### src/shared/drh_pkg.sv
// package: timing constants, states and helpers for the drive reset/diag handshake
package drh_pkg;
   localparam int unsigned CLK_HZ        = 200_000_000;
   localparam int unsigned CLK_PERIOD_NS = 5;
   // one millisecond tick from the system clock
   localparam int unsigned MS_CYCLES     = CLK_HZ / 1000;
   localparam logic [17:0] MS_TC         = 18'(MS_CYCLES - 1);
   // times in their own units
   localparam int unsigned RST_PULSE_US  = 25;
   localparam int unsigned BSY_MAX_NS    = 400;
   localparam int unsigned BSY_CYCLES    = BSY_MAX_NS / CLK_PERIOD_NS;
   localparam int unsigned RST_PULSE_CYC = RST_PULSE_US * 1000 / CLK_PERIOD_NS;
   localparam int unsigned REL_MAX_MS    = 1;
   localparam int unsigned PRES_WIN_MS   = 450;
   localparam int unsigned SLV_ANN_MS    = 400;
   localparam int unsigned DIAG_RST_S    = 30;
   localparam int unsigned HOLD_RST_S    = 31;
   localparam int unsigned DIAG_CMD_S    = 5;
   localparam int unsigned HOLD_CMD_S    = 6;
   // ms counts (15 bits reach 31 s)
   localparam logic [14:0] PRES_WIN_T    = 15'(PRES_WIN_MS);
   localparam logic [14:0] HOLD_RST_T    = 15'(HOLD_RST_S * 1000);
   localparam logic [14:0] HOLD_CMD_T    = 15'(HOLD_CMD_S * 1000);
   localparam logic [14:0] DIAG_RST_T    = 15'(DIAG_RST_S * 1000);
   localparam logic [14:0] DIAG_CMD_T    = 15'(DIAG_CMD_S * 1000);
   localparam logic [14:0] REL_T         = 15'(REL_MAX_MS);

   typedef enum logic [2:0] {
      DRH_IDLE  = 3'b000,
      DRH_REL   = 3'b001,
      DRH_PRES  = 3'b011,
      DRH_WDIAG = 3'b010,
      DRH_DONE  = 3'b110
   } drh_state_e;

   function automatic logic [14:0] drh_min15(input logic [14:0] a, input logic [14:0] b);
      drh_min15 = (a < b) ? a : b;
   endfunction
endpackage

### src/shared/drh_tick_if.sv
// interface: millisecond timebase between the sequencer and its timer
interface drh_tick_if;
   logic        restart;
   logic        ms_tick;
   logic [14:0] ms_cnt;
   modport ctl (output restart, input ms_tick, input ms_cnt);
   modport tmr (input restart, output ms_tick, output ms_cnt);
endinterface

### src/verilog/drh_ms_timer.sv
// millisecond timer restarted by the sequencer
module drh_ms_timer #(
   parameter int unsigned MS_CYC = drh_pkg::MS_CYCLES // cycles per millisecond
) (
   input  wire logic clk,     // system clock
   input  wire logic rst,     // async reset, active high
   drh_tick_if.tmr   tk       // tick and elapsed ms
);
   logic [17:0] div_ff;
   logic [14:0] cnt_ff;
   logic        tick_ff;
   // terminal count follows the parameter so a shortened millisecond stays consistent
   localparam logic [17:0] TC = 18'(MS_CYC - 1);
   wire         wrap = (div_ff == TC);

   always_ff @(posedge clk or posedge rst) begin
      if (rst) begin
         div_ff  <= 18'h00000;
         cnt_ff  <= 15'h0000;
         tick_ff <= 1'b0;
      end else if (tk.restart) begin
         div_ff  <= 18'h00000;
         cnt_ff  <= 15'h0000;
         tick_ff <= 1'b0;
      end else begin
         div_ff  <= wrap ? 18'h00000 : div_ff + 18'h00001;
         tick_ff <= wrap;
         if (wrap && cnt_ff != 15'h7FFF)
            cnt_ff <= cnt_ff + 15'h0001; // saturates, never wraps back to zero
      end
   end
   assign tk.ms_tick = tick_ff;
   assign tk.ms_cnt  = cnt_ff;

   AST_TICK_PERIOD: assert property (@(posedge clk) disable iff (rst)
      $rose(tick_ff) && !tk.restart |=> !tick_ff [*3])
      else $error("ms tick repeated too soon");
endmodule

### src/verilog/drh_reset_diag.sv
// reset and diagnostic presence handshake for a two-drive cable
module drh_reset_diag #(
   parameter int unsigned MS_CYC = drh_pkg::MS_CYCLES // cycles per ms, lowered only to shorten tests
) (
   input  wire logic clk,           // system clock, 200 MHz
   input  wire logic rst,           // power-on reset, async, active high
   input  wire logic is_slave,      // strap: 1 = device 1
   input  wire logic hw_reset_n,    // cable reset pin, active low
   input  wire logic sw_reset,      // software reset pulse
   input  wire logic diag_cmd,      // diagnostic command pulse
   input  wire logic host_cmd,      // any other host command pulse
   input  wire logic self_test_ok,  // own diagnostics passed (level)
   input  wire logic dasp_n_in,     // presence line sense
   output logic      dasp_n_out,    // presence line drive value (0)
   output logic      dasp_n_oe_n,   // presence drive enable, low = drive
   input  wire logic pdiag_n_in,    // diag line sense
   output logic      pdiag_n_out,   // diag line drive value (0)
   output logic      pdiag_n_oe_n,  // diag drive enable, low = drive
   output logic      busy,          // busy status
   output logic      slave_present, // master: slave seen
   output logic      slave_diag_ok, // master: slave passed diag
   output logic      seq_done       // sequence finished
);
   drh_tick_if tk ();
   drh_ms_timer #(.MS_CYC(MS_CYC)) u_tmr (.clk(clk), .rst(rst), .tk(tk));

   // pin synchronisers
   logic [1:0] rstn_sy_ff, dasp_sy_ff, pdiag_sy_ff;
   always_ff @(posedge clk or posedge rst) begin
      if (rst) begin
         rstn_sy_ff  <= 2'h3; // idle level of the pin, so no false release edge after reset
         dasp_sy_ff  <= 2'h3;
         pdiag_sy_ff <= 2'h3;
      end else begin
         rstn_sy_ff  <= {rstn_sy_ff[0], hw_reset_n};
         dasp_sy_ff  <= {dasp_sy_ff[0], dasp_n_in};
         pdiag_sy_ff <= {pdiag_sy_ff[0], pdiag_n_in};
      end
   end
   wire rstn_s  = rstn_sy_ff[1];
   wire dasp_a  = !dasp_sy_ff[1];
   wire pdiag_a = !pdiag_sy_ff[1];

   // hardware reset accepted only after a long enough low pulse
   logic [12:0] lowcnt_ff;
   logic        hw_arm_ff, rstn_d_ff, por_ff;
   wire         pulse_ok = (lowcnt_ff >= 13'(drh_pkg::RST_PULSE_CYC));
   wire         hw_rel   = rstn_s && !rstn_d_ff && hw_arm_ff;
   always_ff @(posedge clk or posedge rst) begin
      if (rst) begin
         lowcnt_ff <= 13'h0000;
         hw_arm_ff <= 1'b0;
         rstn_d_ff <= 1'b1;
         por_ff    <= 1'b1;
      end else begin
         rstn_d_ff <= rstn_s;
         por_ff    <= 1'b0;
         lowcnt_ff <= rstn_s ? 13'h0000 : (pulse_ok ? lowcnt_ff : lowcnt_ff + 13'h0001);
         hw_arm_ff <= rstn_s ? 1'b0 : pulse_ok;
      end
   end

   // kind of sequence in progress
   logic       slave_ff, kind_cmd_ff, kind_sw_ff, pres_up_ff;
   drh_pkg::drh_state_e st_ff, nxt_st;
   wire        restart = por_ff || hw_rel || sw_reset || diag_cmd;
   wire        sw_end  = sw_reset && slave_ff;
   wire [14:0] ms      = tk.ms_cnt;
   wire [14:0] diag_t  = kind_cmd_ff ? drh_pkg::DIAG_CMD_T : drh_pkg::DIAG_RST_T;
   wire [14:0] hold_t  = kind_cmd_ff ? drh_pkg::HOLD_CMD_T : drh_pkg::HOLD_RST_T;
   wire [14:0] ann_t   = drh_pkg::drh_min15(15'(drh_pkg::SLV_ANN_MS), drh_pkg::REL_T);
   assign tk.restart = restart;

   // slave: own diag result shown after release window, capped by the 30 s / 5 s bound
   wire diag_show = (ms >= drh_pkg::REL_T) && (self_test_ok || ms >= diag_t);
   wire diag_end  = ms >= (hold_t - 15'h0001);

   // master decisions
   wire m_seen  = (st_ff == drh_pkg::DRH_PRES) && dasp_a;
   wire m_tout  = (st_ff == drh_pkg::DRH_PRES) && (ms >= drh_pkg::PRES_WIN_T);
   wire m_ok    = (st_ff == drh_pkg::DRH_WDIAG) && pdiag_a;
   wire m_wtout = (st_ff == drh_pkg::DRH_WDIAG) && (ms >= hold_t);

   always_comb begin
      nxt_st = st_ff;
      case (st_ff)
         drh_pkg::DRH_IDLE:  nxt_st = drh_pkg::DRH_IDLE;
         drh_pkg::DRH_REL: begin
            if (slave_ff)
               nxt_st = diag_end ? drh_pkg::DRH_DONE : drh_pkg::DRH_REL;
            else if (kind_cmd_ff || kind_sw_ff)
               nxt_st = slave_present ? drh_pkg::DRH_WDIAG : drh_pkg::DRH_DONE;
            else
               nxt_st = drh_pkg::DRH_PRES;
         end
         drh_pkg::DRH_PRES:  nxt_st = m_seen ? drh_pkg::DRH_WDIAG :
                                     (m_tout ? drh_pkg::DRH_DONE : drh_pkg::DRH_PRES);
         drh_pkg::DRH_WDIAG: nxt_st = (m_ok || m_wtout) ? drh_pkg::DRH_DONE : drh_pkg::DRH_WDIAG;
         drh_pkg::DRH_DONE:  nxt_st = drh_pkg::DRH_DONE;
         default:            nxt_st = drh_pkg::DRH_IDLE;
      endcase
   end

   // slave presence: low while diag still pending, and only after power-on or hardware reset
   wire pres_on  = slave_ff && pres_up_ff && !diag_show;
   wire nxt_dasp = slave_ff ? !pres_on : 1'b1;
   wire nxt_pdg  = slave_ff && (st_ff == drh_pkg::DRH_REL) && diag_show && !diag_end;

   always_ff @(posedge clk or posedge rst) begin
      if (rst) begin
         st_ff         <= drh_pkg::DRH_IDLE;
         slave_ff      <= 1'b0;
         kind_cmd_ff   <= 1'b0;
         kind_sw_ff    <= 1'b0;
         pres_up_ff    <= 1'b0;
         busy          <= 1'b1;
         slave_present <= 1'b0;
         slave_diag_ok <= 1'b0;
         seq_done      <= 1'b0;
         dasp_n_oe_n   <= 1'b1;
         pdiag_n_oe_n  <= 1'b1;
      end else if (restart) begin
         st_ff        <= drh_pkg::DRH_REL;
         slave_ff     <= is_slave; // strap caught after reset release
         kind_cmd_ff  <= diag_cmd && !por_ff && !hw_rel;
         kind_sw_ff   <= sw_reset && !por_ff && !hw_rel;
         pres_up_ff   <= (por_ff || hw_rel) ? is_slave : 1'b0;
         busy         <= 1'b1;
         seq_done     <= 1'b0;
         dasp_n_oe_n  <= 1'b1;
         pdiag_n_oe_n <= 1'b1;
         if (por_ff || hw_rel) begin
            slave_present <= 1'b0;
            slave_diag_ok <= 1'b0;
         end else
            slave_diag_ok <= 1'b0;
      end else begin
         st_ff        <= nxt_st;
         dasp_n_oe_n  <= nxt_dasp;
         pdiag_n_oe_n <= !nxt_pdg;
         if (host_cmd || sw_end || (slave_ff && ms >= drh_pkg::HOLD_RST_T))
            pres_up_ff <= 1'b0;
         if (m_seen)
            slave_present <= 1'b1;
         if (m_ok)
            slave_diag_ok <= 1'b1;
         if (nxt_st == drh_pkg::DRH_DONE) begin
            seq_done <= 1'b1;
            busy     <= 1'b0;
         end
      end
   end
   assign dasp_n_out  = 1'b0;
   assign pdiag_n_out = 1'b0;
   wire unused_ann = |ann_t;

   AST_BSY_ON_REL: assert property (@(posedge clk) disable iff (rst)
      hw_rel |=> busy)
      else $error("busy not set after reset release");
   AST_BSY_HOLD: assert property (@(posedge clk) disable iff (rst)
      hw_rel |=> busy [*8])
      else $error("busy dropped during sequence start");
   AST_DRV_FREE: assert property (@(posedge clk) disable iff (rst)
      restart |=> dasp_n_oe_n && pdiag_n_oe_n)
      else $error("lines not released after reset");
   AST_PRES_NOT_SEEN: assert property (@(posedge clk) disable iff (rst)
      m_tout && !m_seen && !restart |=> !slave_present && seq_done)
      else $error("slave presence recorded without assertion");
   AST_PRES_SEEN: assert property (@(posedge clk) disable iff (rst)
      m_seen && !restart |=> slave_present && st_ff == drh_pkg::DRH_WDIAG)
      else $error("seen presence not taken");
   AST_HW_RECHECK: assert property (@(posedge clk) disable iff (rst)
      hw_rel && !is_slave |=> ##1 st_ff == drh_pkg::DRH_PRES)
      else $error("hardware reset skipped presence check");
   AST_SW_SKIP: assert property (@(posedge clk) disable iff (rst)
      sw_reset && !por_ff && !hw_rel && !is_slave |=> ##1 st_ff != drh_pkg::DRH_PRES)
      else $error("software reset ran presence check");
   AST_CMD_SKIP: assert property (@(posedge clk) disable iff (rst)
      diag_cmd && !sw_reset && !por_ff && !hw_rel && !is_slave
      |=> ##1 st_ff != drh_pkg::DRH_PRES)
      else $error("diagnostic command ran presence check");
   AST_COMPLEMENT: assert property (@(posedge clk) disable iff (rst)
      slave_ff && !dasp_n_oe_n |-> pdiag_n_oe_n)
      else $error("presence and diag driven together");
   AST_SLAVE_REL: assert property (@(posedge clk) disable iff (rst)
      host_cmd && !restart && slave_ff |=> ##1 dasp_n_oe_n)
      else $error("presence held after host command");
endmodule
### config.mk
export PLATFORM = sky130hd
export DESIGN_NAME = drh_reset_diag
export DESIGN_NICKNAME = d
export VERILOG_FILES = /design/src/shared/drh_pkg.sv /design/src/shared/drh_tick_if.sv /design/src/verilog/drh_ms_timer.sv /design/src/verilog/drh_reset_diag.sv
export SDC_FILE = /design/constraint.sdc
export NUM_CORES = 1
export LEC_CHECK = 0
export ABC_AREA = 0
export BUFFER_PORTS_ARGS = -buffer_cell sky130_fd_sc_hd__buf_2
export CORE_UTILIZATION = 60
export DETAILED_ROUTE_END_ITERATION = 16
export PLACE_DENSITY = 0.77
export SKIP_LAST_GASP = 1
export SLEW_MARGIN = 20
export SYNTH_ARGS = -nofsm -noshare
export SYNTH_HDL_FRONTEND = slang
export SYNTH_HIERARCHICAL = 1
export SYNTH_SLANG_ARGS = --single-unit
### constraint.sdc
create_clock -name clk -period 2.6 [get_ports clk]
set_input_delay 0.26 -clock clk [delete_from_list [all_inputs] [get_ports clk]]
set_output_delay 0.26 -clock clk [all_outputs]
set_load 0.005 [all_outputs]
Yosys cells after proc, flatten, opt, wreduce, memory -nomap -nowiden --
Cells that the tools add are included.
Operators by class: add/subtract/negate cells 4, $lt $le $gt $ge 7, reduce and logical (&&, ||, !) cells 42, eq/ne operators 9, muxes and demuxes 33
Operators by type and width (count):
- 2-to-1 mux 15 bit | 4
- >= comparator 15 bit | 3
- 2-to-1 mux 18 bit | 2
- 2-to-1 mux 13 bit | 2
- 2-to-1 mux 3 bit | 8
- logical AND 1 bit | 19
- adder 18 x 1 -> 18 bit (second input constant) | 1
- equality test 18 bit (second input constant) | 1
- 2-to-1 mux 1 bit | 16
- adder 15 x 1 -> 15 bit (second input constant) | 1
- >= comparator 15 x 1 -> 1 bit (second input constant) | 1
- >= comparator 15 bit (second input constant) | 1
- >= comparator 15 x 9 -> 1 bit (second input constant) | 1
- != test 15 bit (second input constant) | 1
- subtractor 15 x 1 -> 15 bit (second input constant) | 1
- adder 13 x 1 -> 13 bit (second input constant) | 1
- >= comparator 13 bit (second input constant) | 1
- one-hot mux 3 bit (4 select lines) | 1
- nonzero test 2 bit | 5
- zero test 1 bit | 9
- logical OR 1 bit | 8
- equality test 3 x 2 -> 1 bit (second input constant) | 2
- equality test 3 bit (second input constant) | 2
- equality test 3 x 1 -> 1 bit (second input constant) | 1
- other kinds (3) | 3
Storage, ports and cells: input bits 10, bits in registers 68, logic and storage cells 115

Logic depth before layout (Yosys ltp) --
Gate-level depths: netlist of run 1.
depth in word-level cells 9, depth in mapped cells 9

By module --
The synthesis of run 1 kept the hierarchy.
By module, submodules not included:
- drh_reset_diag | instances 1, area an instance 1995.7 sq um, cells an instance 211
- drh_ms_timer | instances 1, area an instance 1749.2 sq um, cells an instance 182

Worst setup path before layout of run 1 --
OpenSTA, ideal clock, no wires.
kind reg2reg, from register u_tmr.div_ff[14], to register u_tmr.cnt_ff[11], in the netlist u_tmr/tk.ms_cnt[11], path buffers 0, data required time 2475 ps, setup time 125 ps, path slack 515 ps, data arrival time 1960 ps, stages on the path, launching flop included 6, path through dfrtp_1 > or4_4 > nor4_4 > o2111ai_4 > nor3_1 > mux2_2
Between the ends: longest elaborated chain between the ends 3
RTL lines:
- from (decl) | RTL line drh_ms_timer.sv:9 | logic [17:0] div_ff;
- from (signal assigned) | RTL line drh_ms_timer.sv:26 | div_ff <= wrap ? 18'h00000 : div_ff + 18'h00001;
- equality test 18 bit | RTL line drh_ms_timer.sv:14 | wire wrap = (div_ff == TC);
- logical AND 1 bit | RTL line drh_ms_timer.sv:28 | if (wrap && cnt_ff != 15'h7FFF)
- nonzero test 2 bit (no line)
- to (signal assigned) | RTL line drh_ms_timer.sv:29 | cnt_ff <= cnt_ff + 15'h0001;
- to (decl) | RTL line drh_ms_timer.sv:10 | logic [14:0] cnt_ff;
No other way between the ends. A chain may end at the register's enable or synchronous reset.

Worst setup path after layout of run 1 --
from register u_tmr.div_ff[14], to register u_tmr.cnt_ff[13], in the netlist u_tmr/tk.ms_cnt[13]
Same word-level chain as after synthesis.

==> flow_summary.rst, run 1 <==
.. list-table::
   :header-rows: 1

   * - Metric
     - Value
   * - Total track usage
     - 26.01%
   * - Startpoint of the most critical register-to-register path
     - u_tmr/div_ff[14]
   * - Static Leak
     - 0.001751 uW
   * - Fmax achieved
     - 0.4495 GHz
   * - CP startpoint kind
     - flip-flop
   * - # IOs
     - 18
   * - Number of sinks driven by the clock tree
     - 68
   * - Max-slew violation count
     - 0
   * - Critical-path maximum fanout
     - 9
   * - Number of buffers inserted during clock tree synthesis
     - 9
   * - Y dimension of the die
     - 80.63 um
   * - Max-cap check violation count
     - 0
   * - Worst reg2reg path depth
     - 5
   * - Routability congestion estimate
     - 0.8455
   * - Violations in the final reports
     - hold timing
   * - Via count of the first global-routing pass
     - 2784
   * - Outcome
     - complete, but fails checks
   * - Largest net degree at the start of global routing
     - 36
   * - I/O Buffers
     - 15
   * - Number of antenna violations at the first check in global routing
     - 0
   * - Stage delay of the slowest cell on the critical path
     - 0.56 ns
   * - HPWL Detailed
     - 5.394 mm
   * - Setup TNS
     - 0 ns
   * - Total wire length
     - 7.649 mm
   * - Worst setup path category
     - reg2reg
   * - Worst-margin pin slew
     - 0.5327 ns
   * - Share of final-layout standard cells stronger than drive strength 1
     - 14.02%
   * - Commonest cells after routing, fill and taps aside
     - nor2_1, dfrtp_1, nand2_1, a21oi_1, inv_1
   * - Global-route wire length before repair
     - 12.70 mm
   * - Antenna violation net count after detailed routing
     - 0
   * - Total global routing overflow
     - 0
   * - Die X
     - 80.63 um
   * - Minimum clock period after layout
     - 2.225 ns
   * - Clock tree from TritonCTS
     - yes
   * - Drt first-iter violations
     - 175
   * - Clock transition at the registers of the reported paths
     - 0.08 ns
   * - Crit share post-route
     - 85.56%
   * - Critical R2R Capture
     - u_tmr/tk.ms_cnt[13]
   * - Max-slew headroom at the worst pin
     - 64.21%
   * - Starting Density
     - 62.29%
   * - Netlist area before placement
     - 0.003710 mm^2
   * - Post-CTS setup buffers
     - 0
   * - Layout area overhead
     - 11.40%
   * - Cells resized by post-CTS repair
     - 0
   * - Final Skew
     - 0.007126 ns
   * - Clk_lat worst skew
     - 0.35 ns
   * - NumNets Final
     - 451
   * - Placed Area
     - 0.003910 mm^2
   * - Core Rows
     - 28
   * - DIE AREA
     - 0.006501 mm^2
   * - Setup repair after global routing missed its margin
     - no
   * - Number of setup violations in the final report
     - 0
   * - Critical path launch point
     - u_tmr/div_ff[14]
   * - Kind of capture point of the worst setup path
     - flip-flop
   * - Core region area
     - 0.005956 mm^2
   * - FF-to-FF setup slack
     - 0.38 ns
   * - Final standard cell utilization of the core
     - 69.39%
   * - Pre-antenna DRT Iters
     - 4
   * - Maximum root-to-sink buffer count
     - 2
   * - Hold slack
     - -0.01244 ns
   * - Max H-tree Level
     - 3
   * - Syn Area/Cell
     - 9.512 um^2
   * - Critical Path, Cell by Cell
     - or4_4, nor4_4, o2111ai_4, or4_1, a21oi_1
   * - Synthesized instance count
     - 390
   * - Signal arrival time at the worst endpoint
     - 2.50 ns
   * - Post-Layout Inst Area
     - 0.004133 mm^2
   * - Worst endpoint required time
     - 2.88 ns
   * - Antenna diode instance count
     - 0
   * - # DRC
     - 0
   * - Vias per std cell
     - 5.839
   * - Final Hold Fails
     - 11
   * - Clock tree root driver cell
     - clkbuf_8
   * - Highest-delay cell along the critical path
     - or4_4
   * - Routed length per placed instance
     - 15.21 um
   * - Via count
     - 2937
   * - Count of yosys warnings during synthesis
     - 6
   * - Power density relative to cell area
     - 501.7 mW/mm^2
   * - Class of the worst hold path
     - in2async
   * - Highest ir drop seen on vdd
     - 0.3311 mV
[worst max-delay path by stage]
stage / to / slack (ns) / cells after the start
2_1_floorplan: u_tmr/tk.ms_cnt[11] / 0.53 / 6
3_3_place_gp: u_tmr/tk.ms_cnt[11] / 0.46 / 5
3_5_place_dp: u_tmr/tk.ms_cnt[13] / 0.40 / 5
4_1_cts: u_tmr/tk.ms_cnt[13] / 0.38 / 5
5_1_grt: u_tmr/tk.ms_cnt[13] / 0.24 / 5
6_report: u_tmr/tk.ms_cnt[13] / 0.38 / 5
[layout make-up]
type	instances	area, um^2
multi-input cells	294	1872
fillers	451	1823
flip-flops and latches	68	1715
repair buffers	27	172.7
clock buffers	10	127.6
well taps	75	93.84
inverters	23	86.33
clock inverters	6	65.06
[through the flow]
step	setup WS [ns]	power, uW	cells
final	0.3755	2073	503
after global placement	0.4574	1224	484
after floorplan	0.5291	1192	392
after CTS	0.3753	2086	503
after global routing	0.2360	2156	503
after detailed placement	0.4035	1230	484
[report_power, final]
part	internal, uW	switching (uW)	leakage (uW)
clock network	443	418	0.0000962
logic	41.7	74.8	0.000757
registers	1080	15.6	0.000898
[what timing repair did]
item | 4_1_cts | 5_1_grt
hold buffers | 3 | 0
endpoints found under the setup margin | 0 | 0
hold endpoints to repair | 3 | 0
[metal layers]
layer,routed length [um],track usage [%]
met1,3534,33.38
met2,3749,41.95
met3,226,6.364
met4,139,10.54
met5,0,0
[registers in the layout, summed over array words and instances (netlist names), 2 cells and up]
| name | count |
|---|---|
| pdiag_sy_ff | 2 |
| rstn_sy_ff | 2 |
| u_tmr/div_ff | 18 |
| u_tmr/tk.ms_cnt | 15 |
| dasp_sy_ff | 2 |
| st_ff | 3 |
| lowcnt_ff | 13 |
[worst max-delay path: cells and delay by family, from the launching register on]
kind	cells	cell delay, ns
AOI/OAI and AO/OA	2	0.40
DFF	1	0.42
and+or+nand+nor	3	1.33
Power figures use the tool's default switching activity.
==> run 2, diff against run 1 <==
- CORE_UTILIZATION: 60 -> 55
- PLACE_DENSITY: 0.77 -> 0.72
- SYNTH_HIERARCHICAL: 1 -> not set
==> run 2 against run 1 <==
- the run now ends clean
- register-to-register slack worse by 0.13 ns
- sequential power is essentially flat
- sequential cell count unchanged
- maximum frequency shrank 5.7%
- final cell count rose by 5.6%
- core utilization decreased by 6.4 points
- area after synthesis grew 3.8%
- clock power shrank 1%
- combinational power about the same
- worst setup slack lost 0.13 ns
- global-route usage decreased by 1.5 points
- critical path depth rose by 1
- largest cell class unchanged
==> flow_summary.rst, run 2 <==
.. list-table::
   :header-rows: 1

   * - Metric
     - Value
   * - Share of final-layout standard cells stronger than drive strength 1
     - 15.40% (was 14.02%)
   * - Startpoint of the most critical register-to-register path
     - u_tmr.div_ff[13] (was u_tmr/div_ff[14])
   * - # DRC
     - 0 (unchanged)
   * - Synthesized instance count
     - 406 (was 390)
   * - Area share of the leading cell type in the synthesized netlist
     - 37.04%
   * - Global-route wire length before repair
     - 14.26 mm (was 12.70 mm)
   * - Static Leak
     - 0.001760 uW (was 0.001751 uW)
   * - FF-to-FF setup slack
     - 0.24 ns (was 0.38 ns)
   * - Number of buffers inserted during clock tree synthesis
     - 9 (unchanged)
   * - Routability congestion estimate
     - 0.9348 (was 0.8455)
   * - Setup TNS
     - 0 ns (unchanged)
   * - Clock tree from TritonCTS
     - yes (unchanged)
   * - Syn Area/Cell
     - 9.486 um^2 (was 9.512 um^2)
   * - Most frequent cell after synthesis
     - dfrtp_1
   * - # IOs
     - 18 (unchanged)
   * - Worst hold path cell count
     - 1
   * - Sequential power share
     - 53.0% (was 52.8%)
   * - Placed Instances
     - 512 (was 484)
   * - Switching fraction of total power
     - 24.06% (was 24.54%)
   * - Layout area overhead
     - 11.21% (was 11.40%)
   * - Cells resized by post-CTS repair
     - 0 (unchanged)
   * - Netlist area before placement
     - 0.003851 mm^2 (was 0.003710 mm^2)
   * - Power density relative to cell area
     - 481.3 mW/mm^2 (was 501.7 mW/mm^2)
   * - Highest ir drop seen on vdd
     - 0.2850 mV (was 0.3311 mV)
   * - Max H-tree Level
     - 3 (unchanged)
   * - Cell taking the most area after synthesis
     - dfrtp_1
   * - Max-slew headroom at the worst pin
     - 61.57% (was 64.21%)
   * - CP startpoint kind
     - flip-flop (unchanged)
   * - Internal power contribution
     - 1565 uW (about the same)
   * - Clock tree root driver cell
     - clkbuf_8 (unchanged)
   * - Detailed-route wire length on metal 1
     - 3.866 mm (was 3.534 mm)
   * - DIE AREA
     - 0.007341 mm^2 (was 0.006501 mm^2)
   * - Number of setup violations in the final report
     - 0 (unchanged)
   * - Class of the worst hold path
     - in2reg (was in2async)
   * - Total wire length
     - 7.965 mm (was 7.649 mm)
   * - Most used DFF post-synth
     - dfrtp_1
   * - Worst-margin pin slew
     - 0.5759 ns (was 0.5327 ns)
   * - Max-cap check violation count
     - 0 (unchanged)
   * - Starting Density
     - 56.69% (was 62.29%)
   * - Largest net degree at the start of global routing
     - 50 (was 36)
   * - Hold path startpoint
     - hw_reset_n
   * - Drt first-iter violations
     - 165 (was 175)
   * - Via count
     - 3092 (was 2937)
   * - Setup repair after global routing missed its margin
     - no (unchanged)
   * - Largest cells by area after synthesis
     - dfrtp_1, dfstp_2, ha_1, nor2_1, xnor2_1
   * - Number of standard cells in the final layout excluding fillers
     - 531 (was 503)
   * - Signal arrival time at the worst endpoint
     - 2.64 ns (was 2.50 ns)
   * - Crit share post-route
     - 90.69% (was 85.56%)
   * - Count of yosys warnings during synthesis
     - 0 (was 6)
   * - Hold slack
     - 0.01954 ns (was -0.01244 ns)
   * - Number of antenna violations at the first check in global routing
     - 0 (unchanged)
   * - Worst reg2reg path depth
     - 6 (was 5)
   * - Core Rows
     - 30 (was 28)
   * - Maximum root-to-sink buffer count
     - 2 (unchanged)
   * - Kind of capture point of the worst setup path
     - flip-flop (unchanged)
   * - Smallest setup slack after layout
     - 0.2421 ns (was 0.3755 ns)
   * - Routed length per placed instance
     - 15.00 um (was 15.21 um)
   * - Final standard cell utilization of the core
     - 63.04% (was 69.39%)
   * - Core region area
     - 0.006794 mm^2 (was 0.005956 mm^2)
   * - Share of total power in combinational logic
     - 5.8% (was 5.6%)
   * - Outcome
     - finished clean (was complete, but fails checks)
   * - I/O Buffers
     - 15 (unchanged)
   * - Met3 wire len
     - 289 um (was 226 um)
   * - NumNets Final
     - 460 (was 451)
   * - Worst setup path category
     - reg2reg (unchanged)
   * - Unique masters post-synth
     - 57
   * - Synthesis-stage register bit count
     - 68
   * - Highest metal layer used by the detailed router
     - met4 (unchanged)
   * - Top cells by count, synth
     - dfrtp_1, nor2_1, nand2_1
   * - Worst endpoint required time
     - 2.88 ns (about the same)
   * - Number of synthesized flops with an enable pin
     - 0
   * - CTS hold repair buffers
     - 3 (unchanged)
   * - Share of total power in the clock network
     - 41.2% (was 41.5%)
   * - Clock transition at the registers of the reported paths
     - 0.07 ns (was 0.08 ns)
   * - Switch Pwr
     - 496.0 uW (was 508.9 uW)
   * - Post-CTS setup buffers
     - 0 (unchanged)
   * - Top reg by flops
     - u_tmr.div_ff (was u_tmr/div_ff)
   * - Total global routing overflow
     - 0 (unchanged)
   * - Minimum clock period after layout
     - 2.358 ns (was 2.225 ns)
   * - Final Skew
     - 0.01049 ns (was 0.007126 ns)
   * - Die X
     - 85.68 um (was 80.63 um)
   * - Share of synthesized flip-flops with an asynchronous set or reset
     - 100.0%
   * - Via count of the first global-routing pass
     - 3017 (was 2784)
   * - HPWL Detailed
     - 5.612 mm (was 5.394 mm)
   * - Number of sinks driven by the clock tree
     - 68 (unchanged)
   * - Total track usage
     - 24.49% (was 26.01%)
   * - Routed wl met2
     - 3.661 mm (was 3.749 mm)
   * - Y dimension of the die
     - 85.68 um (was 80.63 um)
   * - Commonest cells after routing, fill and taps aside
     - dfrtp_1, nor2_1, nand2_1, nand3_1 (was nor2_1, dfrtp_1, nand2_1, a21oi_1, inv_1)
   * - Hold-critical path endpoint
     - rstn_sy_ff[0]
   * - Post-placement setup slack
     - 0.2796 ns (was 0.4035 ns)
   * - Clk_lat worst skew
     - 0.34 ns (was 0.35 ns)
   * - Most common cell after layout, fill and taps aside
     - dfrtp_1
   * - Pre-antenna DRT Iters
     - 4 (unchanged)
   * - Vias per std cell
     - 5.823 (was 5.839)
   * - Sequential fraction of the synthesis area
     - 44.54%
   * - Final Hold Fails
     - 0 (was 11)
   * - Number of flip-flops in the largest register
     - 18 (unchanged)
   * - Critical-path maximum fanout
     - 14 (was 9)
   * - Critical R2R Capture
     - u_tmr.tk.ms_cnt[3] (was u_tmr/tk.ms_cnt[13])
   * - Antenna diode instance count
     - 0 (unchanged)
   * - Antenna violation net count after detailed routing
     - 0 (unchanged)
   * - Max-slew violation count
     - 0 (unchanged)
   * - Fmax achieved
     - 0.4241 GHz (was 0.4495 GHz)
==> run 2: cell families after synthesis <==
family,synth area share [%]
compound gates,15.27
xor+xnor,6.140
fa+ha+maj,6.498
buf+inv,4.158
flops,44.54
mux,0.2924
other cells,0.09737
simple gates,23.00
==> run 2: worst max-delay path by stage <==
stage	startpoint	cells past startpoint	slack, ns	end
6_report	u_tmr.div_ff[13]	6	0.24	u_tmr.tk.ms_cnt[3]
5_1_grt	u_tmr.div_ff[0]	7	0.05	u_tmr.tk.ms_cnt[3]
4_1_cts	kind_cmd_ff	7	0.26	pdiag_n_oe_n
3_5_place_dp	kind_cmd_ff	7	0.28	pdiag_n_oe_n
3_3_place_gp	lowcnt_ff[6]	5	0.32	lowcnt_ff[7]
2_1_floorplan	kind_cmd_ff	7	0.40	pdiag_n_oe_n
==> run 2: final cells by class <==
| class | count | area [um^2] |
|---|---|---|
| Inverter | 20 | 75.07 |
| Clock inverter | 4 | 48.80 |
| Timing Repair Buffer | 29 | 200.2 |
| Tap cell | 96 | 120.1 |
| Clock buffer | 12 | 135.1 |
| Sequential cell | 68 | 1715 |
| Fill cell | 574 | 2511 |
| Multi-Input combinational cell | 302 | 1988 |
==> run 2: metal layers <==
layer  vias up  GRT usage (%)
li1       1525              -
met1      1480          33.90
met2        73          38.47
met3        14          3.754
met4         0          10.61
met5         -              0
==> run 2: power by group through the flow <==
stage	registers, uW	clock network (uW)	logic [uW]
detailed placement	1110	0	118
global route	1090	907	138
global placement	1110	0	116
CTS	1090	868	122
finish	1090	849	120
floorplan	1110	0	78.8
==> run 2: worst max-delay path, stage by stage (launching register included) <==
cell       delay [ns]
dfrtp_1          0.44
or4b_1           0.55
nor2_1           0.17
o2111ai_1        0.31
buf_4            0.30
or4_1            0.46
nand2_1          0.07
==> run 2: metrics by stage <==
step / power (uW) / area (um^2)
2_1_floorplan: 1188 / 3859
3_3_place_gp: 1227 / 4069
3_5_place_dp: 1229 / 4069
4_1_cts: 2082 / 4283
5_1_grt: 2138 / 4283
6_report: 2061 / 4283
==> run 3, diff against run 2 <==
- CELL_PAD_IN_SITES_DETAIL_PLACEMENT: not set -> 1
- CELL_PAD_IN_SITES_GLOBAL_PLACEMENT: not set -> 1
- CORE_UTILIZATION: 55 -> 48
- PLACE_DENSITY: 0.72 -> 0.78
==> run 3 against run 2 <==
- clock power up 0.5%
- critical endpoint is now pdiag_n_oe_n
- first-iteration DRC count down 18%
- sequential cell count unchanged
- maximum frequency down 3.8%
- final cell count up 0.75%
- core utilization down 7.7 points
- non-clock buffer count down 2
- sequential share of layout area up 0.082 points
==> flow_summary.rst, run 3 (synthesis results as in run 2) <==
.. list-table::
   :header-rows: 1

   * - Metric
     - Value
   * - Critical path launch point
     - kind_cmd_ff (was u_tmr.div_ff[13])
   * - I/O Buffers
     - 15 (unchanged)
   * - CP startpoint kind
     - flip-flop (unchanged)
   * - Static Leak
     - 0.001743 uW (was 0.001760 uW)
   * - Antenna diode instance count
     - 0 (unchanged)
   * - Crit share post-route
     - 94.23% (was 90.69%)
   * - Outcome
     - finished clean (unchanged)
   * - HPWL Detailed
     - 6.633 mm (was 5.612 mm)
   * - Top reg by flops
     - u_tmr.div_ff (unchanged)
   * - Clock tree root driver cell
     - clkbuf_8 (unchanged)
   * - Critical R2R Capture
     - pdiag_n_oe_n (was u_tmr.tk.ms_cnt[3])
   * - Largest net degree at the start of global routing
     - 41 (was 50)
   * - Max H-tree Level
     - 3 (unchanged)
   * - Fmax achieved
     - 0.4082 GHz (was 0.4241 GHz)
   * - Switching fraction of total power
     - 24.50% (was 24.06%)
   * - Highest ir drop seen on vdd
     - 0.2939 mV (was 0.2850 mV)
   * - Share of total power in the clock network
     - 41.3% (was 41.2%)
   * - Clock transition at the registers of the reported paths
     - 0.08 ns (was 0.07 ns)
   * - Cells resized by post-CTS repair
     - 0 (unchanged)
   * - Y dimension of the die
     - 91.57 um (was 85.68 um)
   * - Final Hold Fails
     - 0 (unchanged)
   * - Switch Pwr
     - 506.6 uW (was 496.0 uW)
   * - Class of the worst hold path
     - in2async (was in2reg)
   * - Core region area
     - 0.007727 mm^2 (was 0.006794 mm^2)
   * - Share of total power in combinational logic
     - 5.9% (was 5.8%)
   * - Maximum root-to-sink buffer count
     - 2 (unchanged)
   * - Critical-path maximum fanout
     - 8 (was 14)
   * - Antenna violation net count after detailed routing
     - 0 (unchanged)
   * - Final Skew
     - 0.009907 ns (was 0.01049 ns)
   * - Number of flip-flops in the largest register
     - 18 (unchanged)
   * - Most common cell after layout, fill and taps aside
     - dfrtp_1 (unchanged)
   * - Worst endpoint required time
     - 2.85 ns (was 2.88 ns)
   * - Number of fillers in the final layout
     - 887 (was 574)
   * - # DRC
     - 0 (unchanged)
   * - Max-cap check violation count
     - 0 (unchanged)
   * - DIE AREA
     - 0.008385 mm^2 (was 0.007341 mm^2)
   * - Worst-margin pin slew
     - 0.6444 ns (was 0.5759 ns)
   * - Pre-antenna DRT Iters
     - 4 (unchanged)
   * - Smallest setup slack after layout
     - 0.1501 ns (was 0.2421 ns)
   * - Via count of the first global-routing pass
     - 3183 (was 3017)
   * - Drt first-iter violations
     - 135 (was 165)
   * - Power density relative to cell area
     - 483.8 mW/mm^2 (was 481.3 mW/mm^2)
   * - Post-placement setup slack
     - 0.1880 ns (was 0.2796 ns)
   * - Number of sinks driven by the clock tree
     - 68 (unchanged)
   * - Setup repair after global routing missed its margin
     - no (unchanged)
   * - Final total power
     - 2068 uW (was 2061 uW)
   * - # IOs
     - 18 (unchanged)
   * - Core Rows
     - 32 (was 30)
   * - Minimum clock period after layout
     - 2.450 ns (was 2.358 ns)
   * - Share of final-layout standard cells stronger than drive strength 1
     - 15.24% (was 15.40%)
   * - NumNets Final
     - 458 (was 460)
   * - Max-slew headroom at the worst pin
     - 56.98% (was 61.57%)
   * - Clock tree from TritonCTS
     - yes (unchanged)
   * - Number of buffers inserted during clock tree synthesis
     - 9 (unchanged)
   * - Signal arrival time at the worst endpoint
     - 2.70 ns (was 2.64 ns)
   * - Worst reg2reg path depth
     - 7 (was 6)
   * - Layout area overhead
     - 10.98% (was 11.21%)
   * - Total global routing overflow
     - 0 (unchanged)
   * - Commonest cells after routing, fill and taps aside
     - dfrtp_1, nor2_1, nand2_1, nand3_1 (unchanged)
   * - Post-CTS setup buffers
     - 0 (unchanged)
   * - Sequential power share
     - 52.8% (was 53.0%)
   * - Capture point of the critical path
     - pdiag_n_oe_n (was u_tmr.tk.ms_cnt[3])
   * - Kind of capture point of the worst setup path
     - flip-flop (unchanged)
   * - Number of antenna violations at the first check in global routing
     - 0 (unchanged)
   * - FF-to-FF setup slack
     - 0.15 ns (was 0.24 ns)
   * - Routed length per placed instance
     - 17.14 um (was 15.00 um)
   * - Vias per std cell
     - 5.764 (was 5.823)
   * - Worst setup path category
     - reg2reg (unchanged)
   * - Internal power contribution
     - 1561 uW (was 1565 uW)
   * - Clk_lat worst skew
     - 0.35 ns (was 0.34 ns)
   * - Starting Density
     - 49.84% (was 56.69%)
   * - Setup TNS
     - 0 ns (unchanged)
   * - Max-slew violation count
     - 0 (unchanged)
   * - Total track usage
     - 23.98% (was 24.49%)
   * - Total wire length
     - 9.170 mm (was 7.965 mm)
   * - Die X
     - 91.57 um (was 85.68 um)
   * - Via count
     - 3084 (was 3092)
   * - Global-route wire length before repair
     - 15.85 mm (was 14.26 mm)
   * - Startpoint of the most critical register-to-register path
     - kind_cmd_ff (was u_tmr.div_ff[13])
   * - Routability congestion estimate
     - 0.9382 (was 0.9348)
   * - Number of setup violations in the final report
     - 0 (unchanged)
## run 3: cell types whose count changed in the layout (fill, tap and decap cells not counted), sizes merged
cell,change
buf,-1
clkinvlp,+2
clkinv,-1
inv,-1
dlygate4sd3,-1
## run 3: metal layers
metal	global-route usage (%)	share of wire, %	routed length [um]	up-vias
met4	8.201	1.4	126	0
met1	31.90	47	4353	1542
li1	-	-	-	1505
met3	4.104	2.5	229	9
met5	0	0	0	-
met2	39.41	49	4462	28
## run 3: how the worst min path moves through the flow
stage          slack, ns               end  cells past startpoint
2_1_floorplan       0.26     dasp_sy_ff[0]                      0
3_3_place_gp        0.35     dasp_sy_ff[1]                      0
3_5_place_dp        0.35     dasp_sy_ff[1]                      0
4_1_cts            0.002     rstn_sy_ff[0]                      1
5_1_grt            0.004    pdiag_sy_ff[0]                      1
6_report          0.0009  u_tmr.div_ff[17]                      2
## run 3: worst max-delay path, stage by stage, from the launching register on
cell and delay, ns:
dfrtp_1 0.45, inv_1 0.27, ha_1 0.32, or4b_2 0.62
a21boi_0 0.18, o21ai_0 0.11, a31oi_1 0.24, o2111ai_1 0.17
## run 3: final cells by class
| class | instances | area (um^2) | area share [%] |
|---|---|---|---|
| Tap cell | 102 | 127.6 | 2.986 |
| Sequential cell | 68 | 1715 | 40.13 |
| Timing Repair Buffer | 27 | 182.7 | 4.274 |
| Multi-Input combinational cell | 302 | 1988 | 46.52 |
| Clock inverter | 4 | 50.05 | 1.171 |
| Clock buffer | 12 | 135.1 | 3.162 |
| Inverter | 20 | 75.07 | 1.756 |
## run 3: what timing repair did
item | 4_1_cts | 5_1_grt
hold endpoints to repair | 1 | 1
endpoints found under the setup margin | 0 | 0
hold buffers | 1 | 1
## run 3: power by group through the flow
stage / sequential [uW] / combinational [uW] / clock, uW
after detailed placement: 1110 / 122 / 0
final: 1090 / 122 / 853
after floorplan: 1110 / 78.8 / 0
after global placement: 1110 / 119 / 0
after CTS: 1090 / 123 / 875
after global routing: 1090 / 138 / 913
## run 3: through the flow
stage / instance area (um^2) / utilization, % / hold WS, ns / instances
global placement: 4069 / 52.66 / 0.3460 / 517
floorplan: 3859 / - / 0.2645 / 408
finish: 4274 / 55.31 / 0.0008788 / 535
detailed placement: 4069 / 52.66 / 0.3478 / 517
CTS: 4264 / 55.18 / 0.001559 / 534
global route: 4274 / 55.31 / 0.003879 / 535
